===== src/logic/acle_defs.vh =====
// Register map, field positions, reset values and timing for the converter control block
`ifndef ACLE_DEFS_VH
`define ACLE_DEFS_VH
`define ACLE_AW 8
`define ACLE_OFF_CTRL 8'h00
`define ACLE_OFF_STAT 8'h04
`define ACLE_OFF_DATA 8'h08
`define ACLE_OFF_INTR 8'h0C
`define ACLE_OFF_LIM0 8'h10
`define ACLE_OFF_LIM3 8'h1C
`define ACLE_OFF_ANA 8'h20
`define ACLE_OFF_CMP 8'h24
`define ACLE_CTRL_MASK 32'h0017_FB1B
`define ACLE_BIT_START 0
`define ACLE_BIT_PWR 1
`define ACLE_BIT_REFBUF 3
`define ACLE_BIT_REFSEL 4
`define ACLE_BIT_REFSCALE 8
`define ACLE_BIT_SCALE 9
`define ACLE_BIT_CLKEN 11
`define ACLE_CH_LSB 12
`define ACLE_DIV_LSB 17
`define ACLE_BIT_ALIGN 20
`define ACLE_FLAG_LSB 16
`define ACLE_BIT_PEND 22
`define ACLE_LIM_HIEN 30
`define ACLE_LIM_LOEN 29
`define ACLE_LIM_CH_LSB 24
`define ACLE_LIM_HI_LSB 12
`define ACLE_LIM_RESET 32'h003F_F000
`define ACLE_LIM_MASK 32'h7F3F_F3FF
`define ACLE_CONV_CYCLES 11'h400
`define ACLE_PWRUP_NS 1000
`define ACLE_CLK_NS 25
`define ACLE_PWRUP_CYCLES 16'h0028
`endif


===== src/logic/acle_core.v =====
// Converter control, status, result justification and four-entry limit engine
//
// Function
// - Default: result low bits, upper zero
// - Align bit set: result high, low six zero
// - Four limit entries: high, low, channel
// - Compare only entries matching converted channel
// - Enabled high check: above sets flag
// - Enabled low check: below sets flag
// - Separate high and low enables each
// - Channel field and result kept at interrupt
// - Channel field picks next conversion input
// - Divider field scales external inputs
// - Bits 9, 8 halve input, reference
// - Bit 4 picks reference source
// - Clock, refbuf, power enables, reset off
// - Status active and power-up delay bits
// - Status overflow of last conversion
// - Write-one-clear interrupt flags
// - Completion flag set per conversion
// - Interrupt when flag and enable set
// - Pending bit summarises enabled flags
// - Comparator enables, flags, interrupt gating
// - Conversion lasts 1024 converter clocks
// - Start bit launches conversion
`timescale 1ns/100ps
`include "acle_defs.vh"
module acle_core (
   input wire i_clk, // Peripheral clock
   input wire i_rst_n, // Synchronous reset, active low
   input wire [7:0] i_addr, // Byte address
   input wire [31:0] i_wdata, // Write data
   input wire i_wr, // Write strobe
   input wire i_rd, // Read strobe
   output reg [31:0] o_rdata, // Read data, cycle after strobe
   input wire i_adc_tick, // Converter clock tick from the gated divider
   input wire [9:0] i_mod_result, // Modulator word at end of conversion
   input wire i_mod_overflow, // Modulator overflow at end of conversion
   input wire i_ref_ready, // Reference settled, asynchronous level
   input wire [3:0] i_cmp_cross, // Comparator crossings, asynchronous levels
   output reg [4:0] o_input_channel, // Mux select
   output reg [1:0] o_ext_divider, // External input divider
   output reg o_input_halve, // Halve converter input
   output reg o_ref_halve, // Halve bandgap
   output reg o_ref_select, // 0 bandgap, 1 half supply
   output reg o_conv_clk_en, // Converter clock gate
   output reg o_refbuf_power, // Reference buffer power
   output reg o_conv_power, // Converter power
   output reg o_conv_run, // Modulator running
   output reg [3:0] o_cmp_enable, // Comparator enables
   output reg o_converter_interrupt_line, // Converter interrupt
   output reg o_cmp_wake_interrupt // Comparator wake interrupt
);
   // Control register holds
   reg [31:0] ctrl;
   // Limit entries, one word each
   reg [31:0] limit [0:3];
   // Flags: bit0 done, 1 ref ready, 2 above, 3 below, 4 overflow
   reg [4:0] flags;
   // Interrupt enables, same bit order as flags
   reg [4:0] irq_on;
   // Justified result as software reads it
   reg [15:0] result;
   // Overflow of the last finished conversion
   reg overflow_stat;
   // Conversion in progress and its converter tick count
   reg active;
   reg [10:0] conv_cnt;
   // Power-up delay count and the power bit one cycle late
   reg [15:0] pwrup_cnt;
   reg pwr_q;
   // Comparator enable, status, wake enables, global enable
   reg [3:0] cmp_en;
   reg [3:0] cmp_flag;
   reg [3:0] cmp_wake_en;
   reg cmp_global;
   // Two-stage synchronisers for asynchronous levels
   reg ref_s1;
   reg ref_s2;
   reg ref_s3;
   reg [3:0] cmp_s1;
   reg [3:0] cmp_s2;
   reg [3:0] cmp_s3;
   // Next-state values for flags and read data
   reg [4:0] next_flags;
   reg [31:0] next_rdata;
   // Decoded strobes and events
   wire [3:0] lim_wr;
   wire conv_done;
   wire ref_rise;
   // Crossings after the enable mask
   wire [3:0] cmp_rise;
   wire above_hit;
   wire below_hit;
   // Justified copy of the modulator word
   wire [15:0] aligned;
   // Summary of enabled flags
   wire pending;
   // Front end still settling, including the cycle before the load
   wire pwrup_busy;
   // Loop index for the comparator bits
   integer k;
   // Loop index for the limit entries
   integer j;

   // Word select for a limit entry
   // Misaligned or out-of-range addresses select nothing
   function [3:0] lim_sel;
      input [7:0] a;
      begin
         lim_sel = 4'h0;
         if (a >= `ACLE_OFF_LIM0 && a <= `ACLE_OFF_LIM3 && a[1:0] == 2'b00) begin
            lim_sel[a[3:2]] = 1'b1;
         end
      end
   endfunction

   // Compare one entry against a new result
   // Strict compares: a result equal to a threshold never trips
   function [1:0] lim_eval;
      input [31:0] e;
      input [4:0] ch;
      input [9:0] r;
      reg match;
      begin
         match = (e[`ACLE_LIM_CH_LSB +: 5] == ch);
         lim_eval[1] = match && e[`ACLE_LIM_HIEN] && (r > e[`ACLE_LIM_HI_LSB +: 10]);
         lim_eval[0] = match && e[`ACLE_LIM_LOEN] && (r < e[9:0]);
      end
   endfunction

   assign lim_wr = i_wr ? lim_sel(i_addr) : 4'h0;
   // Conversion ends on the last converter tick of the count
   assign conv_done = active && i_adc_tick && (conv_cnt == `ACLE_CONV_CYCLES - 11'h001);
   // Rising edges taken from the second and third stages only
   assign ref_rise = ref_s2 && !ref_s3;
   assign cmp_rise = cmp_s2 & ~cmp_s3 & cmp_en;
   assign pwrup_busy = (pwrup_cnt != 16'h0000) || (ctrl[`ACLE_BIT_PWR] && !pwr_q);

   // Any matching entry raises the shared flag
   // All entries are judged in parallel; the flags are shared, so
   // software cannot tell from them alone which entry tripped
   wire [1:0] ev0 = lim_eval(limit[0], ctrl[`ACLE_CH_LSB +: 5], i_mod_result);
   wire [1:0] ev1 = lim_eval(limit[1], ctrl[`ACLE_CH_LSB +: 5], i_mod_result);
   wire [1:0] ev2 = lim_eval(limit[2], ctrl[`ACLE_CH_LSB +: 5], i_mod_result);
   wire [1:0] ev3 = lim_eval(limit[3], ctrl[`ACLE_CH_LSB +: 5], i_mod_result);
   assign above_hit = ev0[1] | ev1[1] | ev2[1] | ev3[1];
   assign below_hit = ev0[0] | ev1[0] | ev2[0] | ev3[0];

   // Justify the raw word
   assign aligned = ctrl[`ACLE_BIT_ALIGN] ? {i_mod_result, 6'h00}
                                          : {6'h00, i_mod_result};
   assign pending = |(flags & irq_on);

   // Synchronise reference ready and comparator levels
   // The third stage only serves edge detection; only stage two reads stage one
   always @(posedge i_clk) begin
      if (!i_rst_n) begin
         ref_s1 <= 1'b0;
         ref_s2 <= 1'b0;
         ref_s3 <= 1'b0;
         cmp_s1 <= 4'h0;
         cmp_s2 <= 4'h0;
         cmp_s3 <= 4'h0;
      end else begin
         ref_s1 <= i_ref_ready;
         ref_s2 <= ref_s1;
         ref_s3 <= ref_s2;
         cmp_s1 <= i_cmp_cross;
         cmp_s2 <= cmp_s1;
         cmp_s3 <= cmp_s2;
      end
   end

   // Control register; start clears itself at completion
   // Reserved bits are masked so they always read zero
   // A write in the completing cycle wins, keeping a fresh start
   always @(posedge i_clk) begin
      if (!i_rst_n) begin
         ctrl <= 32'h0000_0000;
      end else if (i_wr && i_addr == `ACLE_OFF_CTRL) begin
         ctrl <= i_wdata & `ACLE_CTRL_MASK;
      end else if (conv_done) begin
         ctrl[`ACLE_BIT_START] <= 1'b0;
      end
   end

   // Limit entries; writes while active are software's hazard
   // Nothing blocks a write during a conversion: software polls the
   // active status first or a result may meet a half-written entry
   always @(posedge i_clk) begin
      for (j = 0; j < 4; j = j + 1) begin
         if (!i_rst_n) begin
            limit[j] <= `ACLE_LIM_RESET;
         end else if (lim_wr[j]) begin
            limit[j] <= i_wdata & `ACLE_LIM_MASK;
         end
      end
   end

   // Conversion sequencer: start launches when powered and clocked
   always @(posedge i_clk) begin
      if (!i_rst_n) begin
         active <= 1'b0;
         conv_cnt <= 11'h000;
      end else if (!active) begin
         conv_cnt <= 11'h000;
         // Launch only once the front end has finished powering up;
         // the busy term also covers the cycle before the count loads,
         // so a start written together with power still waits
         if (ctrl[`ACLE_BIT_START] && ctrl[`ACLE_BIT_CLKEN] && ctrl[`ACLE_BIT_PWR]
             && !pwrup_busy) begin
            active <= 1'b1;
         end
      end else if (conv_done) begin
         active <= 1'b0;
      end else if (i_adc_tick) begin
         conv_cnt <= conv_cnt + 11'h001;
      end
   end

   // Power-up delay after converter power turns on
   // The count reloads on every rising edge of the power bit, so a
   // quick off-on cycle restarts the whole delay
   always @(posedge i_clk) begin
      if (!i_rst_n) begin
         pwr_q <= 1'b0;
         pwrup_cnt <= 16'h0000;
      end else begin
         pwr_q <= ctrl[`ACLE_BIT_PWR];
         if (ctrl[`ACLE_BIT_PWR] && !pwr_q) begin
            pwrup_cnt <= `ACLE_PWRUP_CYCLES;
         end else if (!ctrl[`ACLE_BIT_PWR]) begin
            pwrup_cnt <= 16'h0000;
         end else if (pwrup_cnt != 16'h0000) begin
            pwrup_cnt <= pwrup_cnt - 16'h0001;
         end
      end
   end

   // Result and overflow captured with completion; held until next one
   // Holding the word lets an interrupt handler read the offending value
   always @(posedge i_clk) begin
      if (!i_rst_n) begin
         result <= 16'h0000;
         overflow_stat <= 1'b0;
      end else if (conv_done) begin
         result <= aligned;
         overflow_stat <= i_mod_overflow;
      end
   end

   // Sticky flags: a set in the clearing cycle wins
   // Clear first, then set, so an event in the clearing cycle survives
   always @* begin
      next_flags = flags;
      if (i_wr && i_addr == `ACLE_OFF_INTR) begin
         next_flags = flags & ~i_wdata[`ACLE_FLAG_LSB +: 5];
      end
      if (conv_done) begin
         next_flags[0] = 1'b1;
         if (above_hit) begin
            next_flags[2] = 1'b1;
         end
         if (below_hit) begin
            next_flags[3] = 1'b1;
         end
         if (i_mod_overflow) begin
            next_flags[4] = 1'b1;
         end
      end
      if (ref_rise) begin
         next_flags[1] = 1'b1;
      end
   end

   // Flags and enables
   // Enables are plain read-write bits beside the flags
   always @(posedge i_clk) begin
      if (!i_rst_n) begin
         flags <= 5'h00;
         irq_on <= 5'h00;
      end else begin
         flags <= next_flags;
         if (i_wr && i_addr == `ACLE_OFF_INTR) begin
            irq_on <= i_wdata[4:0];
         end
      end
   end

   // Comparator block: own enables, sticky status, gated wake
   // Only rising edges of enabled comparators set status
   always @(posedge i_clk) begin
      if (!i_rst_n) begin
         cmp_en <= 4'h0;
         cmp_flag <= 4'h0;
         cmp_wake_en <= 4'h0;
         cmp_global <= 1'b0;
      end else begin
         if (i_wr && i_addr == `ACLE_OFF_ANA) begin
            cmp_en <= i_wdata[3:0];
            cmp_wake_en <= i_wdata[7:4];
            cmp_global <= i_wdata[8];
         end
         for (k = 0; k < 4; k = k + 1) begin
            if (cmp_rise[k]) begin
               cmp_flag[k] <= 1'b1;
            end else if (i_wr && i_addr == `ACLE_OFF_CMP && i_wdata[k]) begin
               cmp_flag[k] <= 1'b0;
            end
         end
      end
   end

   // Outputs registered straight from control state
   // One cycle of latency on every analog control line
   always @(posedge i_clk) begin
      if (!i_rst_n) begin
         o_input_channel <= 5'h00;
         o_ext_divider <= 2'h0;
         o_input_halve <= 1'b0;
         o_ref_halve <= 1'b0;
         o_ref_select <= 1'b0;
         o_conv_clk_en <= 1'b0;
         o_refbuf_power <= 1'b0;
         o_conv_power <= 1'b0;
         o_conv_run <= 1'b0;
         o_cmp_enable <= 4'h0;
         o_converter_interrupt_line <= 1'b0;
         o_cmp_wake_interrupt <= 1'b0;
      end else begin
         o_input_channel <= ctrl[`ACLE_CH_LSB +: 5];
         o_ext_divider <= ctrl[`ACLE_DIV_LSB +: 2];
         o_input_halve <= ctrl[`ACLE_BIT_SCALE];
         o_ref_halve <= ctrl[`ACLE_BIT_REFSCALE];
         o_ref_select <= ctrl[`ACLE_BIT_REFSEL];
         o_conv_clk_en <= ctrl[`ACLE_BIT_CLKEN];
         o_refbuf_power <= ctrl[`ACLE_BIT_REFBUF];
         o_conv_power <= ctrl[`ACLE_BIT_PWR];
         o_conv_run <= active;
         o_cmp_enable <= cmp_en;
         o_converter_interrupt_line <= pending;
         o_cmp_wake_interrupt <= cmp_global && |(cmp_flag & cmp_wake_en);
      end
   end

   // Read mux; unmapped reads return zero
   // Decoded from the live address; the data flop below adds the cycle
   always @* begin
      next_rdata = 32'h0000_0000;
      case (i_addr)
         `ACLE_OFF_CTRL: next_rdata = ctrl;
         `ACLE_OFF_STAT: next_rdata = {28'h000_0000, overflow_stat,
                                       pwrup_busy, 1'b0, active};
         `ACLE_OFF_DATA: next_rdata = {16'h0000, result};
         `ACLE_OFF_INTR: next_rdata = {9'h000, pending, 1'b0, flags,
                                       11'h000, irq_on};
         `ACLE_OFF_ANA: next_rdata = {23'h00_0000, cmp_global, cmp_wake_en, cmp_en};
         `ACLE_OFF_CMP: next_rdata = {28'h000_0000, cmp_flag};
         default: begin
            if (lim_sel(i_addr) != 4'h0) begin
               next_rdata = limit[i_addr[3:2]];
            end
         end
      endcase
   end

   // Read data stands only in the cycle after the strobe
   // Zero outside reads keeps the bus quiet for or-combined readers
   always @(posedge i_clk) begin
      if (!i_rst_n) begin
         o_rdata <= 32'h0000_0000;
      end else if (i_rd) begin
         o_rdata <= next_rdata;
      end else begin
         o_rdata <= 32'h0000_0000;
      end
   end
endmodule // acle_core


===== config.mk =====
export PLATFORM = sky130hd
export DESIGN_NAME = acle_core
export DESIGN_NICKNAME = d
export VERILOG_FILES = /design/src/logic/acle_core.v
export VERILOG_INCLUDE_DIRS = /design/src /design/src/logic
export SDC_FILE = /design/constraint.sdc
export NUM_CORES = 1
export LEC_CHECK = 0
export ABC_AREA = 1
export BUFFER_PORTS_ARGS = -buffer_cell sky130_fd_sc_hd__buf_2
export CORE_UTILIZATION = 53
export CTS_BUF_LIST = sky130_fd_sc_hd__clkbuf_8
export DETAILED_ROUTE_END_ITERATION = 6
export MAX_ROUTING_LAYER = met4
export PLACE_DENSITY = 0.72
export SLEW_MARGIN = 15
export SYNTH_ARGS = -nofsm -noshare
export SYNTH_HDL_FRONTEND = slang
export SYNTH_SLANG_ARGS = --single-unit

===== constraint.sdc =====
create_clock -name i_clk -period 4.1 [get_ports i_clk]
set_input_delay 0.41 -clock i_clk [delete_from_list [all_inputs] [get_ports i_clk]]
set_output_delay 0.41 -clock i_clk [all_outputs]
set_load 0.02 [all_outputs]

# ---- Word-level counts from Yosys, hierarchy flattened
# Memories as Yosys holds them, arrays and structs flattened.
# Index checks and enable logic that the tools add are counted.
dict set report op_classes {
  bitwise_logic 20
  mux 48
  n_div 0
  n_lt_le_gt_ge 12
  reduce_logical 57
  add_sub_neg 2
  multipliers 0
  eq_ne 11
  n_shift 0
}
# op n
set op_table {}
lappend op_table {{case mux 32 bit (6 select lines)} 1}
lappend op_table {{two-way mux 27 bit} 4}
lappend op_table {{> comparator 10 bit} 4}
lappend op_table {{less-than comparator 10 bit} 4}
lappend op_table {{logical AND 1 bit} 35}
lappend op_table {{two-way mux 1 bit} 32}
lappend op_table {{two-way mux 32 bit} 1}
lappend op_table {{== test 5 bit} 4}
lappend op_table {{two-way mux 6 bit} 3}
lappend op_table {{== test 8 x 4 -> 1 bit, second input constant} 2}
lappend op_table {{== test 8 x 6 -> 1 bit, second input constant} 2}
lappend op_table {{two-way mux 16 bit} 1}
lappend op_table {{nonzero test 16 bit} 1}
lappend op_table {{subtractor 16 x 1 -> 16 bit, second input constant} 1}
lappend op_table {{nonzero test 2 bit} 7}
lappend op_table {{AND 4 bit} 3}
lappend op_table {{two-way mux 4 bit} 3}
lappend op_table {{adder 11 x 1 -> 11 bit, second input constant} 1}
lappend op_table {{== test 11 x 10 -> 1 bit, second input constant} 1}
lappend op_table {{AND 5 bit} 2}
lappend op_table {{bitwise OR 1 bit} 10}
lappend op_table {{== test 8 x 3 -> 1 bit, second input constant} 1}
lappend op_table {{>= comparator 8 x 5 -> 1 bit, second input constant} 1}
lappend op_table {{<= comparator 8 x 5 -> 1 bit, second input constant} 1}
lappend op_table {{19 further kinds} 25}
dict set report totals {
  register_bits 150
  ramBits 108
  latchBits 0
  memories 1
  rom_bits 0
  elab_cells 189
}
# name words word_bits read_ports rd_clocked_by_memory_dff wr line
set memory_table {}
lappend memory_table {limit 4 27 5 0 4 acle_core.v:57} ;# reg [31:0] limit [0:3];

# ---- Depth between registers and ports, before layout
# Gate-level depths: netlist of the first run.
dict set report logic_depth {
  ltp_word 10
  depth_mapped 12
  depth_no_buf 12
}

# ---- Least setup slack after synthesis of the first run
# No wires, ideal clock.
dict set report synth_timing {
  path_kind {input to register}
  startpoint {input i_addr[7]}
  endpoint {memory limit[0][0] (netlist name) (enable)}
  stages 7
  arrival_time_ps 2873
  setup_ps 449
  path_slack_ps 779
  n_path_buf 0
  t_required_ps 3651
  cell_sequence {inv_1 -> nand2_1 -> nor3_2 -> nand2_1 -> nor2_4 -> inv_2 -> o21ai_0}
}
# item line
set synth_lines {}
lappend synth_lines {{start: declaration} acle_core.v:31} ;# input wire [7:0] i_addr,
lappend synth_lines {{end: declaration} acle_core.v:57}

# ---- Worst setup path after layout of the first run
dict set report layout_timing {
  startpoint {register pwrup_cnt[0]}
  endpoint {register pwrup_cnt[13]}
}
dict set report layout_between {
  elab_chain_cells 1
  elab_cells_between_ends 2
}
# item line
set layout_lines {}
lappend layout_lines {{start: declaration} acle_core.v:70} ;# reg [15:0] pwrup_cnt;
lappend layout_lines {{start signal: assignment} acle_core.v:232} ;# pwrup_cnt <= `ACLE_PWRUP_CYCLES;
lappend layout_lines {{start signal: assignment} acle_core.v:236} ;# pwrup_cnt <= pwrup_cnt - 16'h0001;
lappend layout_lines {{subtractor 16 x 1 -> 16 bit / nonzero test 16 bit (equally long branches)} {acle_core.v:236, acle_core.v:235}}
# Parallel ways exist; a longest one is shown, timed or not.
# A chain may end at the register's enable or synchronous reset.

==> run_results.csv, run 1 <==
group,metric,value,unit
run_status,status,"finished, final reports clean",
floorplan,initial_core_util,53.9,%
floorplan,rows,56,
timing,rsz0062_at_grt,"no",
clocking,htreeDepth,2,
timing,max_clock_freq,518,MHz
timing,tns,0,ns
global_routing,globalRouteTotalUtil,30.0,%
place,hpwlAfterDp,24800,um
critical_path,endpoint_kind,"flip-flop",
global_routing,grt_max_degree,74,
logic_synthesis,synth_area_leader_cell,"edfxtp_1",
routing,wl_per_cell,17.6,um
global_routing,grt_first_pass_wirelength,53600,um
routing,drc_errors,0,
worst_hold_path,hp-class,"input port to flip-flop",
clocking,clk_latency,0.56,ns
floorplan,fp.dieH,156,um
clocking,cts_root_buffer,"clkbuf_8",
logic_synthesis,synth.area.top_cells,"edfxtp_1 (26%), dfxtp_1 (23%), nand2_1 (9.9%), ha_1 (7.7%), inv_1 (7.5%)",
place,port_buffers,106,
power_and_ir_drop,peakVddDrop,321,uV
routing,drt_iter0_drc,819,
power_and_ir_drop,power_density,393,nW/um^2
routing,vias,10700,
logic_synthesis,synth_common_cells,"nand2_1 (334), inv_1 (253), nor2_1 (171)",
final_layout,fin_nets,1774,
logic_synthesis,async_reset_ff_share,0,%
logic_synthesis,syn_inst,1510,
final_layout,diodes,0,
power_and_ir_drop,switching_share,24.4,%
final_layout,syn2layout_area_growth,14.1,%
clocking,ctsResizeCount,0,
floorplan,die_x,156,um
timing,finClkSkew,0.0133,ns
place,dpl_cell_area,13400,um^2
critical_path,path_class,"flip-flop to flip-flop",
power_and_ir_drop,internal_power,4280,uW
power_and_ir_drop,p_seq_share,48.5,%
timing,finalMaxSlewViolations,0,
clocking,cts_sinks,256,
routing,vias_per_cell,5.39,
clocking,cts_hold_buf,0,
critical_path,worstPathArrival,2.37,ns
floorplan,core-area,23400,um^2
power_and_ir_drop,p_leak,0.00672,uW
final_layout,final_area,14400,um^2
logic_synthesis,syn_area,12600,um^2
global_routing,antenna_found_initial,0,
logic_synthesis,netlist-cell-type-count,53,
timing,setup_viol,0,
clocking,clock_path_buffers,3,
critical_path,crit_path_start_kind,"flip-flop",
global_routing,grt_pass1_vias,10100,
logic_synthesis,synth.top_cell.area_share,25.7,%
logic_synthesis,synth_warnings,0,
timing,finalCritPeriodShare,47.1,%
routing,wl,35000,um
clocking,post_cts_buffers,0,
logic_synthesis,synth.most_common_cell,"nand2_1",
place,routabilityCongestion,0.942,
final_layout,drive_gt1_share,14.0,%
logic_synthesis,synth-seq-cells,256,
clocking,cts_inserted_buffers,43,
floorplan,fp.dieArea,24400,um^2
job,max_cap_viol_count,0,
logic_synthesis,ys_seq_area_share,49.2,%
power_and_ir_drop,switchingPower,1380,uW
routing,drt-pass1-iter-count,5,
power_and_ir_drop,clkPwrFrac,43.4,%
floorplan,pin_count,113,
timing,whs,0.0272,ns
clocking,cts_tree,"done",
critical_path,crit_required,4.54,ns
timing,worst_pin_slew,0.860,ns
final_layout,instances_no_fill,1989,
logic_synthesis,synthFlopType,"dfxtp_1",
routing,drtAntennaViolNets,0,
clocking,clkTransAtPathRegs,0.06,ns
place,dp.cells,1909,
final_layout,final_util,61.5,%
global_routing,overflow,0,
timing,period_needed,1.93,ns
critical_path,crit_path_max_fanout,7,
logic_synthesis,post_synth.cell_area_avg,8.36,um^2
timing,timing.slew.headroom,42.6,%
timing,finalHoldViolations,0,
power_and_ir_drop,comb_power_share,8.1,%
logic_synthesis,synth_edf_count,108,
[power by group through the flow]
stage / registers (uW) / logic, uW / clock network (uW)
final: 2750 / 456 / 2460
after global routing: 2750 / 507 / 2590
after floorplan: 2790 / 279 / 0
after detailed placement: 2800 / 447 / 0
after global placement: 2800 / 435 / 0
after CTS: 2750 / 449 / 2480
[cell families after synthesis]
family          share of synthesized area, %
xor+xnor                                1.11
flops                                   49.2
compound gates                          11.7
fa+ha+maj                               7.74
simple gates                            20.3
buf+inv                                 9.90
other cells                           0.0297
[per-stage QoR]
step / total power (uW) / setup WS (ns)
after floorplan: 3070 / 0.779
after global placement: 3230 / 1.71
after detailed placement: 3250 / 1.66
after CTS: 5670 / 2.17
after global routing: 5850 / 1.99
final: 5660 / 2.17
[flip-flops by register name (all words and copies together), names as in the netlist, 5 cells and up]
name             count
flags                5
conv_cnt            11
o_input_channel      5
ctrl                15
pwrup_cnt           16
result              16
irq_on               5
o_rdata             30
limit              108
[layout make-up]
class                           instances  area (um^2)
Inverter                              267         1000
Tap cell                              319          399
Timing Repair Buffer                  124          666
Sequential cell                       256         6210
Clock inverter                         24          181
Clock buffer                           56          771
Fill cell                            2114         9010
Multi-Input combinational cell        943         5170
[cells in the final DEF, fill, tap and decap left out, drive strengths merged, types with 42 or more instances in the layout]
cell and count:
edfxtp 108, dfxtp 148, buf 124, o21ai 61, clkbuf 56, nand2 339, a21oi 70, nor2 185
inv 282, ha 78, nand3 42
[worst paths after layout]
| check | cells after the start | to | slack, ns | from |
|---|---|---|---|---|
| setup / recovery | 10 | pwrup_cnt[13]$_SDFFE_PP0N_ | 2.17 | pwrup_cnt[0]$_SDFFE_PP0N_ |
| hold / removal | 3 | cmp_s1[2]$_SDFF_PN0_ | 0.03 | i_cmp_cross[2] |
| setup reg to reg | 10 | pwrup_cnt[13]$_SDFFE_PP0N_ | 2.17 | pwrup_cnt[0]$_SDFFE_PP0N_ |
| hold reg to reg | 2 | cmp_s2[0]$_SDFF_PN0_ | 0.41 | cmp_s1[0]$_SDFF_PN0_ |
[critical path, cell delays in order, from the launching register on]
cell and delay (ns):
dfxtp_1 0.32, inv_1 0.08, ha_1 0.20, nand3_2 0.16, nor3_2 0.28, nand2_1 0.22, nand2_1 0.17, nor2_2 0.07
nand3_1 0.09, xor2_1 0.15, nor2_1 0.05
[layer usage]
layer | share of wire [%] | vias up | routed length (um) | track usage (%)
li1 | - | 5182 | - | -
met1 | 42 | 4959 | 14700 | 38.9
met2 | 46 | 489 | 16000 | 47.0
met3 | 8.9 | 91 | 3110 | 4.62
met4 | 3.3 | 0 | 1160 | 12.4
met5 | 0 | - | 0 | -
No activity file was read; power rests on OpenSTA's default activity.
==> run 2, diff against run 1 <==
--- a/config.mk
+++ b/config.mk
@@ -6,7 +6,7 @@
 export SDC_FILE = /design/constraint.sdc
 export NUM_CORES = 1
 export LEC_CHECK = 0
-export ABC_AREA = 1
+export ABC_AREA = 0
 export BUFFER_PORTS_ARGS = -buffer_cell sky130_fd_sc_hd__buf_2
 export CORE_UTILIZATION = 53
 export CTS_BUF_LIST = sky130_fd_sc_hd__clkbuf_8
==> constraint.sdc (replaced) <==
create_clock -name i_clk -period 1.9 [get_ports i_clk]
set_input_delay 0.19 -clock i_clk [delete_from_list [all_inputs] [get_ports i_clk]]
set_output_delay 0.19 -clock i_clk [all_outputs]
set_load 0.02 [all_outputs]
==> run 2 against run 1 <==
Net effect: the run now ends with negative setup slack left; cell count down 9.3%; fmax about the same; sequential power up 120%; register-to-register slack worse by 2.2 ns; power up 110%; die area down 0.57%; critical endpoint is now flags[2]$_SDFF_PN0_.
==> run_results.csv, run 2 <==
group,metric,value,unit
run_status,status,"finished with violations",
run_status,violations,"negative setup slack",
critical_path,r2r-end,"flags[2]$_SDFF_PN0_",
final_layout,regMostFlops,"limit",
final_layout,final_cell_mix,"dfxtp_1 (145), and2_1 (110), nand2_1 (109), buf_4 (109), edfxtp_1 (108)",
power_and_ir_drop,internal_power,8850,uW
logic_synthesis,syn_inst,1198,
clocking,cts_sinks,256,
power_and_ir_drop,clkPwrFrac,40.1,%
clocking,clk_latency,0.56,ns
global_routing,grt_pass1_vias,10200,
routing,vias_per_cell,5.69,
power_and_ir_drop,peakVddDrop,601,uV
floorplan,initial_core_util,54.7,%
logic_synthesis,synth.area.top_cells,"edfxtp_1 (26%), dfxtp_1 (24%), ha_1 (7.8%), and2_1 (5.5%), mux4_2 (4.8%)",
logic_synthesis,synth_area_leader_cell,"edfxtp_1",
global_routing,overflow,0,
place,dp.cells,1678,
routing,drtAntennaViolNets,0,
timing,timing.slew.headroom,56.3,%
clocking,clkTransAtPathRegs,0.07,ns
logic_synthesis,synth.most_common_cell,"dfxtp_1",
final_layout,drive_gt1_share,26.3,%
power_and_ir_drop,power_density,741,nW/um^2
final_layout,fin_nets,1595,
critical_path,crit_required,2.35,ns
critical_path,crit_slowest_cell,"edfxtp_1",
critical_path,r2r-start,"limit[1][17]$_SDFFCE_PN1P_",
place,routabilityCongestion,0.977,
logic_synthesis,synth-simple-area-share,19.1,%
timing,finalMaxSlewViolations,0,
clocking,cts_root_buffer,"clkbuf_8",
critical_path,slowest_delay,0.41,ns
critical_path,crit_path_start_kind,"flip-flop",
clocking,cts_inserted_buffers,43,
power_and_ir_drop,switching_share,25.4,%
global_routing,grt_first_pass_wirelength,56800,um
final_layout,largest_reg_flops,108,
logic_synthesis,synth_xor_xnor_area_share,2.79,%
final_layout,syn2layout_area_growth,27.6,%
worst_hold_path,hp-start,"i_mod_result[3]",
logic_synthesis,synth_compound_gate_area_share,10.6,%
timing,rsz0062_at_grt,"yes",
timing,finalCritPeriodShare,102,%
clocking,cts_tree,"done",
floorplan,fp.dieArea,24300,um^2
critical_path,rr_worst_depth,8,
worst_hold_path,hold_depth,4,
critical_path,crit_path_max_fanout,3,
power_and_ir_drop,switchingPower,3020,uW
floorplan,die_x,156,um
logic_synthesis,synth_top_family_by_area,"simple AND/OR/NAND/NOR gates",
timing,period_needed,1.93,ns
timing,finClkSkew,0.0273,ns
final_layout,reg_top3,"limit x108, o_rdata x30",
worst_hold_path,min_to,"result[3]$_SDFFE_PN0P_",
global_routing,globalRouteTotalUtil,31.9,%
clocking,clock_path_buffers,3,
critical_path,path_class,"flip-flop to flip-flop",
logic_synthesis,synth_edf_count,108,
place,port_buffers,106,
final_layout,diodes,0,
floorplan,core-area,22900,um^2
final_layout,instances_no_fill,1804,
logic_synthesis,syn_area,12500,um^2
logic_synthesis,ys_seq_area_share,49.5,%
critical_path,worst-path-buf-inv,2,
timing,setup_ws,-0.0291,ns
logic_synthesis,netlist-cell-type-count,62,
timing,worst_pin_slew,0.655,ns
floorplan,fp.dieH,156,um
critical_path,cp_top_family,"compound AO/OA/AOI/OAI gates",
final_layout,layout_commonest_cell,"dfxtp_1",
critical_path,worstPathCellList,"inv_2 > ha_4 > nand4_1 > inv_2 > a2111oi_4 > or3_4 > nand4_1 > a31o_2",
worst_hold_path,hp-class,"input port to flip-flop",
timing,finalHoldViolations,0,
critical_path,worstPathArrival,2.38,ns
global_routing,grt_max_degree,42,
logic_synthesis,synthMuxAreaShare,5.42,%
power_and_ir_drop,p_leak,0.00664,uW
power_and_ir_drop,fin_total_pwr,11900,uW
floorplan,rows,55,
logic_synthesis,synth.top_cell.area_share,25.9,%
timing,max_clock_freq,518,MHz
final_layout,fillCellCount,1716,
logic_synthesis,synthAdderAreaFrac,7.78,%
logic_synthesis,synth_common_cells,"dfxtp_1 (148), nand2_1 (114), and2_1 (110)",
timing,setup_viol,1,
floorplan,pin_count,113,
critical_path,endpoint_kind,"flip-flop",
routing,wl_per_cell,20.5,um
routing,drt_iter0_drc,895,
power_and_ir_drop,comb_power_share,9.8,%
place,hpwlAfterDp,26100,um
job,max_cap_viol_count,0,
logic_synthesis,async_reset_ff_share,0,%
routing,vias,10300,
global_routing,antenna_found_initial,0,
critical_path,rrSetupSlack,-0.03,ns
logic_synthesis,synth-seq-cells,256,
clocking,htreeDepth,2,
logic_synthesis,synth_warnings,0,
routing,drc_errors,0,
routing,drt-pass1-iter-count,5,
routing,wl,36900,um
logic_synthesis,synthFlopType,"dfxtp_1",
logic_synthesis,post_synth.cell_area_avg,10.5,um^2
power_and_ir_drop,p_seq_share,50.1,%
## run 2: changes by cell type in the layout (fill, tap and decap cells not counted), sizes merged, moves of 27 or more
| cell | change |
|---|---|
| nand2 | -225 |
| dlygate4sd3 | +37 |
| inv | -184 |
| mux4 | +27 |
| a21boi | +43 |
| a21oi | -40 |
| nor2 | -141 |
| or3 | +37 |
| buf | +114 |
| o22ai | -34 |
| and2 | +110 |
## run 2: stage by stage
step / util (%) / setup TNS, ns / cell area (um^2) / hold WS (ns) / setup WS, ns
after floorplan: - / -33.22 / 12700 / 0.317 / -0.508
after global placement: 63.2 / -54.20 / 14500 / 0.394 / -0.409
after detailed placement: 63.2 / -62.97 / 14500 / 0.400 / -0.421
after CTS: 68.7 / -0.0802 / 15800 / 0.109 / -0.0802
after global routing: 69.9 / -0.288 / 16000 / 0.146 / -0.102
final: 69.9 / -0.0291 / 16000 / 0.144 / -0.0291
## run 2: what timing repair did
item,4_1_cts,5_1_grt
setup buffers,2,8
pin swaps,9,20
endpoints found under the hold margin,92,0
resized for setup,16,46
hold buffers,37,0
setup endpoints to repair,10,34
## run 2: cell families after synthesis
kind of cell,Yosys count
compound gates,192
flops,256
other cells,1
fa+ha+maj,78
xor+xnor,40
mux,34
simple gates,445
buf+inv,152
## run 2: worst max-delay path by stage
stage	startpoint	to	slack [ns]	cells after the start
finish	limit[1][17]$_SDFFCE_PN1P_	flags[2]$_SDFF_PN0_	-0.03	8
global route	limit[1][17]$_SDFFCE_PN1P_	flags[2]$_SDFF_PN0_	-0.10	8
CTS	limit[1][17]$_SDFFCE_PN1P_	flags[2]$_SDFF_PN0_	-0.08	8
detailed placement	i_addr[1]	o_rdata[2]$_SDFF_PN0_	-0.42	8
global placement	i_addr[1]	o_rdata[2]$_SDFF_PN0_	-0.41	8
floorplan	i_addr[1]	limit[0][0]$_SDFFCE_PN0P_	-0.51	4
## run 2: final cells by class
class / instances / area (um^2) / area share (%)
clock buffers: 47 / 647 / 4.04
flip-flops and latches: 256 / 6210 / 38.8
multi-input cells: 791 / 6070 / 37.9
inverters: 89 / 334 / 2.09
repair buffers: 275 / 2170 / 13.6
well taps: 313 / 392 / 2.45
clock inverters: 33 / 184 / 1.15
## run 2: power by group through the flow
stage	Combinational [uW]	Sequential, uW	Clock (uW)
6_report	1170	5950	4750
5_1_grt	1260	5960	5070
4_1_cts	1090	5940	4820
3_5_place_dp	1010	6060	0
3_3_place_gp	997	6050	0
2_1_floorplan	550	6030	0
## run 2: tightest hold or removal path: cells and delay by family
family / cells / cell delay (ns)
compound gates: 1 / 0.08
simple gates: 1 / 0.09
buf+inv: 2 / 0.29
## run 2: per-layer routing
layer | track usage [%] | vias up | share of wire, %
met5 | - | - | 0
met4 | 13.4 | 0 | 4.2
met3 | 6.25 | 102 | 8.2
met2 | 50.3 | 462 | 47
met1 | 40.2 | 4939 | 41
li1 | - | 4755 | -
==> run 3, diff against run 2 <==
--- a/config.mk
+++ b/config.mk
@@ -8,11 +8,13 @@
 export LEC_CHECK = 0
 export ABC_AREA = 0
 export BUFFER_PORTS_ARGS = -buffer_cell sky130_fd_sc_hd__buf_2
+export CELL_PAD_IN_SITES_DETAIL_PLACEMENT = 0
+export CELL_PAD_IN_SITES_GLOBAL_PLACEMENT = 1
 export CORE_UTILIZATION = 53
 export CTS_BUF_LIST = sky130_fd_sc_hd__clkbuf_8
 export DETAILED_ROUTE_END_ITERATION = 6
 export MAX_ROUTING_LAYER = met4
-export PLACE_DENSITY = 0.72
+export PLACE_DENSITY = 0.88
 export SLEW_MARGIN = 15
 export SYNTH_ARGS = -nofsm -noshare
 export SYNTH_HDL_FRONTEND = slang
==> constraint.sdc (replaced) <==
create_clock -name i_clk -period 2.3 [get_ports i_clk]
set_input_delay 0.23 -clock i_clk [delete_from_list [all_inputs] [get_ports i_clk]]
set_output_delay 0.23 -clock i_clk [all_outputs]
set_load 0.02 [all_outputs]
==> run 3 against run 2 <==
Net effect: count of clock-buffer cells in the layout is 3 higher; largest cell class unchanged; wire length decreased by 5.7%; fmax fell by 11%; the flow now finishes without violations; non-clock buffer count down 83; critical path type unchanged; first-iteration DRC count grew 3.0%.
==> run_results.csv, run 3 (same netlist as run 2, synthesis figures left out) <==
group,metric,value,unit
timing,setup_ws,0.128,ns
power_and_ir_drop,p_leak,0.00620,uW
critical_path,worst-path-buf-inv,0,
final_layout,fillCellCount,1833,
final_layout,final_area,15000,um^2
routing,drt-pass1-iter-count,7,
final_layout,final_cell_mix,"dfxtp_1 (148), nand2_1 (113), and2_1 (110)",
place,dpl_cell_area,13900,um^2
critical_path,cp_top_family,"simple AND/OR/NAND/NOR gates",
timing,period_needed,2.17,ns
timing,finalHoldViolations,0,
global_routing,overflow,0,
timing,finalMaxSlewViolations,0,
routing,wl_per_cell,20.3,um
clocking,clock_path_buffers,3,
clocking,cts_sinks,256,
floorplan,pin_count,113,
clocking,clkTransAtPathRegs,0.06,ns
global_routing,antenna_found_initial,1,
place,routabilityCongestion,0.942,
timing,worst_pin_slew,0.771,ns
routing,drc_errors,0,
critical_path,rr_worst_depth,6,
clocking,post_cts_buffers,0,
critical_path,worstSetupPathDepth,6,
critical_path,worstPathCellList,"nor4_1 > nand2_1 > or3_1 > o21ai_0 > a21oi_1 > a21o_1",
floorplan,core-area,22900,um^2
timing,finalCritPeriodShare,94.4,%
floorplan,fp.dieH,156,um
floorplan,initial_core_util,54.7,%
global_routing,grt_pass1_vias,9408,
run_status,status,"finished, final reports clean",
worst_hold_path,hp-class,"input port to flip-flop",
timing,setup_viol,0,
floorplan,fp.dieArea,24300,um^2
timing,rsz0062_at_grt,"yes",
routing,vias,9652,
final_layout,reg_top3,"limit x108, o_rdata x30",
timing,max_clock_freq,460,MHz
power_and_ir_drop,fin_total_pwr,9560,uW
place,place_ws,-0.0649,ns
routing,drtAntennaViolNets,0,
floorplan,die_x,156,um
place,hpwlAfterDp,24800,um
final_layout,drive_gt1_share,19.1,%
routing,vias_per_cell,5.61,
clocking,cts_inserted_buffers,43,
final_layout,regMostFlops,"limit",
routing,drt_iter0_drc,922,
timing,tns,0,ns
timing,timing.slew.headroom,48.5,%
final_layout,final_util,65.3,%
final_layout,syn2layout_area_growth,19.4,%
critical_path,crit_slowest_cell,"or3_1",
critical_path,crit_path_start_kind,"flip-flop",
floorplan,rows,55,
clocking,cts_tree,"done",
global_routing,grt_first_pass_wirelength,53400,um
critical_path,path_class,"flip-flop to flip-flop",
final_layout,fin_nets,1512,
critical_path,slowest_delay,0.51,ns
power_and_ir_drop,power_density,639,nW/um^2
global_routing,globalRouteTotalUtil,30.5,%
critical_path,endpoint_kind,"flip-flop",
clocking,htreeDepth,2,
clocking,cts_root_buffer,"clkbuf_8",
power_and_ir_drop,peakVddDrop,526,uV
clocking,clk_latency,0.57,ns
final_layout,largest_reg_flops,108,
routing,wl,34800,um
critical_path,worstPathArrival,2.62,ns
place,port_buffers,106,
critical_path,crit_path_max_fanout,7,
timing,finClkSkew,0.0205,ns
final_layout,layout_commonest_cell,"dfxtp_1",
global_routing,grt_max_degree,41,
worst_hold_path,hold_depth,3,
job,max_cap_viol_count,0,
critical_path,crit_required,2.75,ns
-- run 3: cell types whose count changed in the layout (fill, tap and decap cells not counted), sizes merged --
cell / previous run / this run
diode: 0 / 1
buf: 238 / 164
clkinv: 23 / 7
dlygate4sd3: 37 / 28
inv: 98 / 108
clkinvlp: 0 / 1
clkbuf: 47 / 50
bufinv: 1 / 0
-- run 3: what timing repair did --
action / in CTS / in global routing
hold endpoints to repair: 52 / 0
hold buffers: 28 / 0
endpoints found under the setup margin: 0 / 4
resized for setup: 0 / 4
-- run 3: metal layers --
metal  GRT usage (%)  vias to the layer above  share of wire, %  routed length, um
li1                -                     4575                 -                  -
met1            39.5                     4613                43              14800
met2            46.9                      399                46              15900
met3            6.39                       65               8.7               3030
met4            11.6                        0               3.1               1100
met5               -                        -                 0                  0
-- run 3: path summary, 6_finish.rpt --
path | slack [ns] | startpoint | endpoint
setup / recovery | 0.13 | pwrup_cnt[4]$_SDFFE_PP0N_ | o_rdata[2]$_SDFF_PN0_
hold / removal | 0.02 | i_wdata[0] | ctrl[0]$_SDFFE_PN0P_
setup reg to reg | 0.13 | pwrup_cnt[4]$_SDFFE_PP0N_ | o_rdata[2]$_SDFF_PN0_
hold reg to reg | 0.43 | cmp_s1[0]$_SDFF_PN0_ | cmp_s2[0]$_SDFF_PN0_
-- run 3: report_power, final --
part           total (uW)  internal (uW)  leakage (uW)  switching (uW)
sequential           4910           4840       0.00224            71.3
clock                3820           1990      0.000485            1830
combinational         831            360       0.00347             470
total                9560           7200       0.00620            2370
-- run 3: through the flow --
step	hold slack, ns	instances
floorplan	0.357	1199
global placement	0.416	1613
detailed placement	0.420	1613
CTS	0.00163	1718
global route	0.0243	1719
finish	0.0233	1719
-- run 3: area by class of cell --
type / count / area [um^2] / share of cell area [%]
diodes: 1 / 2.50 / 0.0167
flip-flops and latches: 256 / 6210 / 41.5
well taps: 313 / 392 / 2.62
clock inverters: 27 / 126 / 0.844
multi-input cells: 791 / 5810 / 38.8
repair buffers: 192 / 1410 / 9.41
clock buffers: 50 / 688 / 4.60
inverters: 89 / 334 / 2.23
-- run 3: worst min-delay path: stages --
cell and delay [ns]:
buf_2 0.17, nand2_1 0.07, a21boi_0 0.06
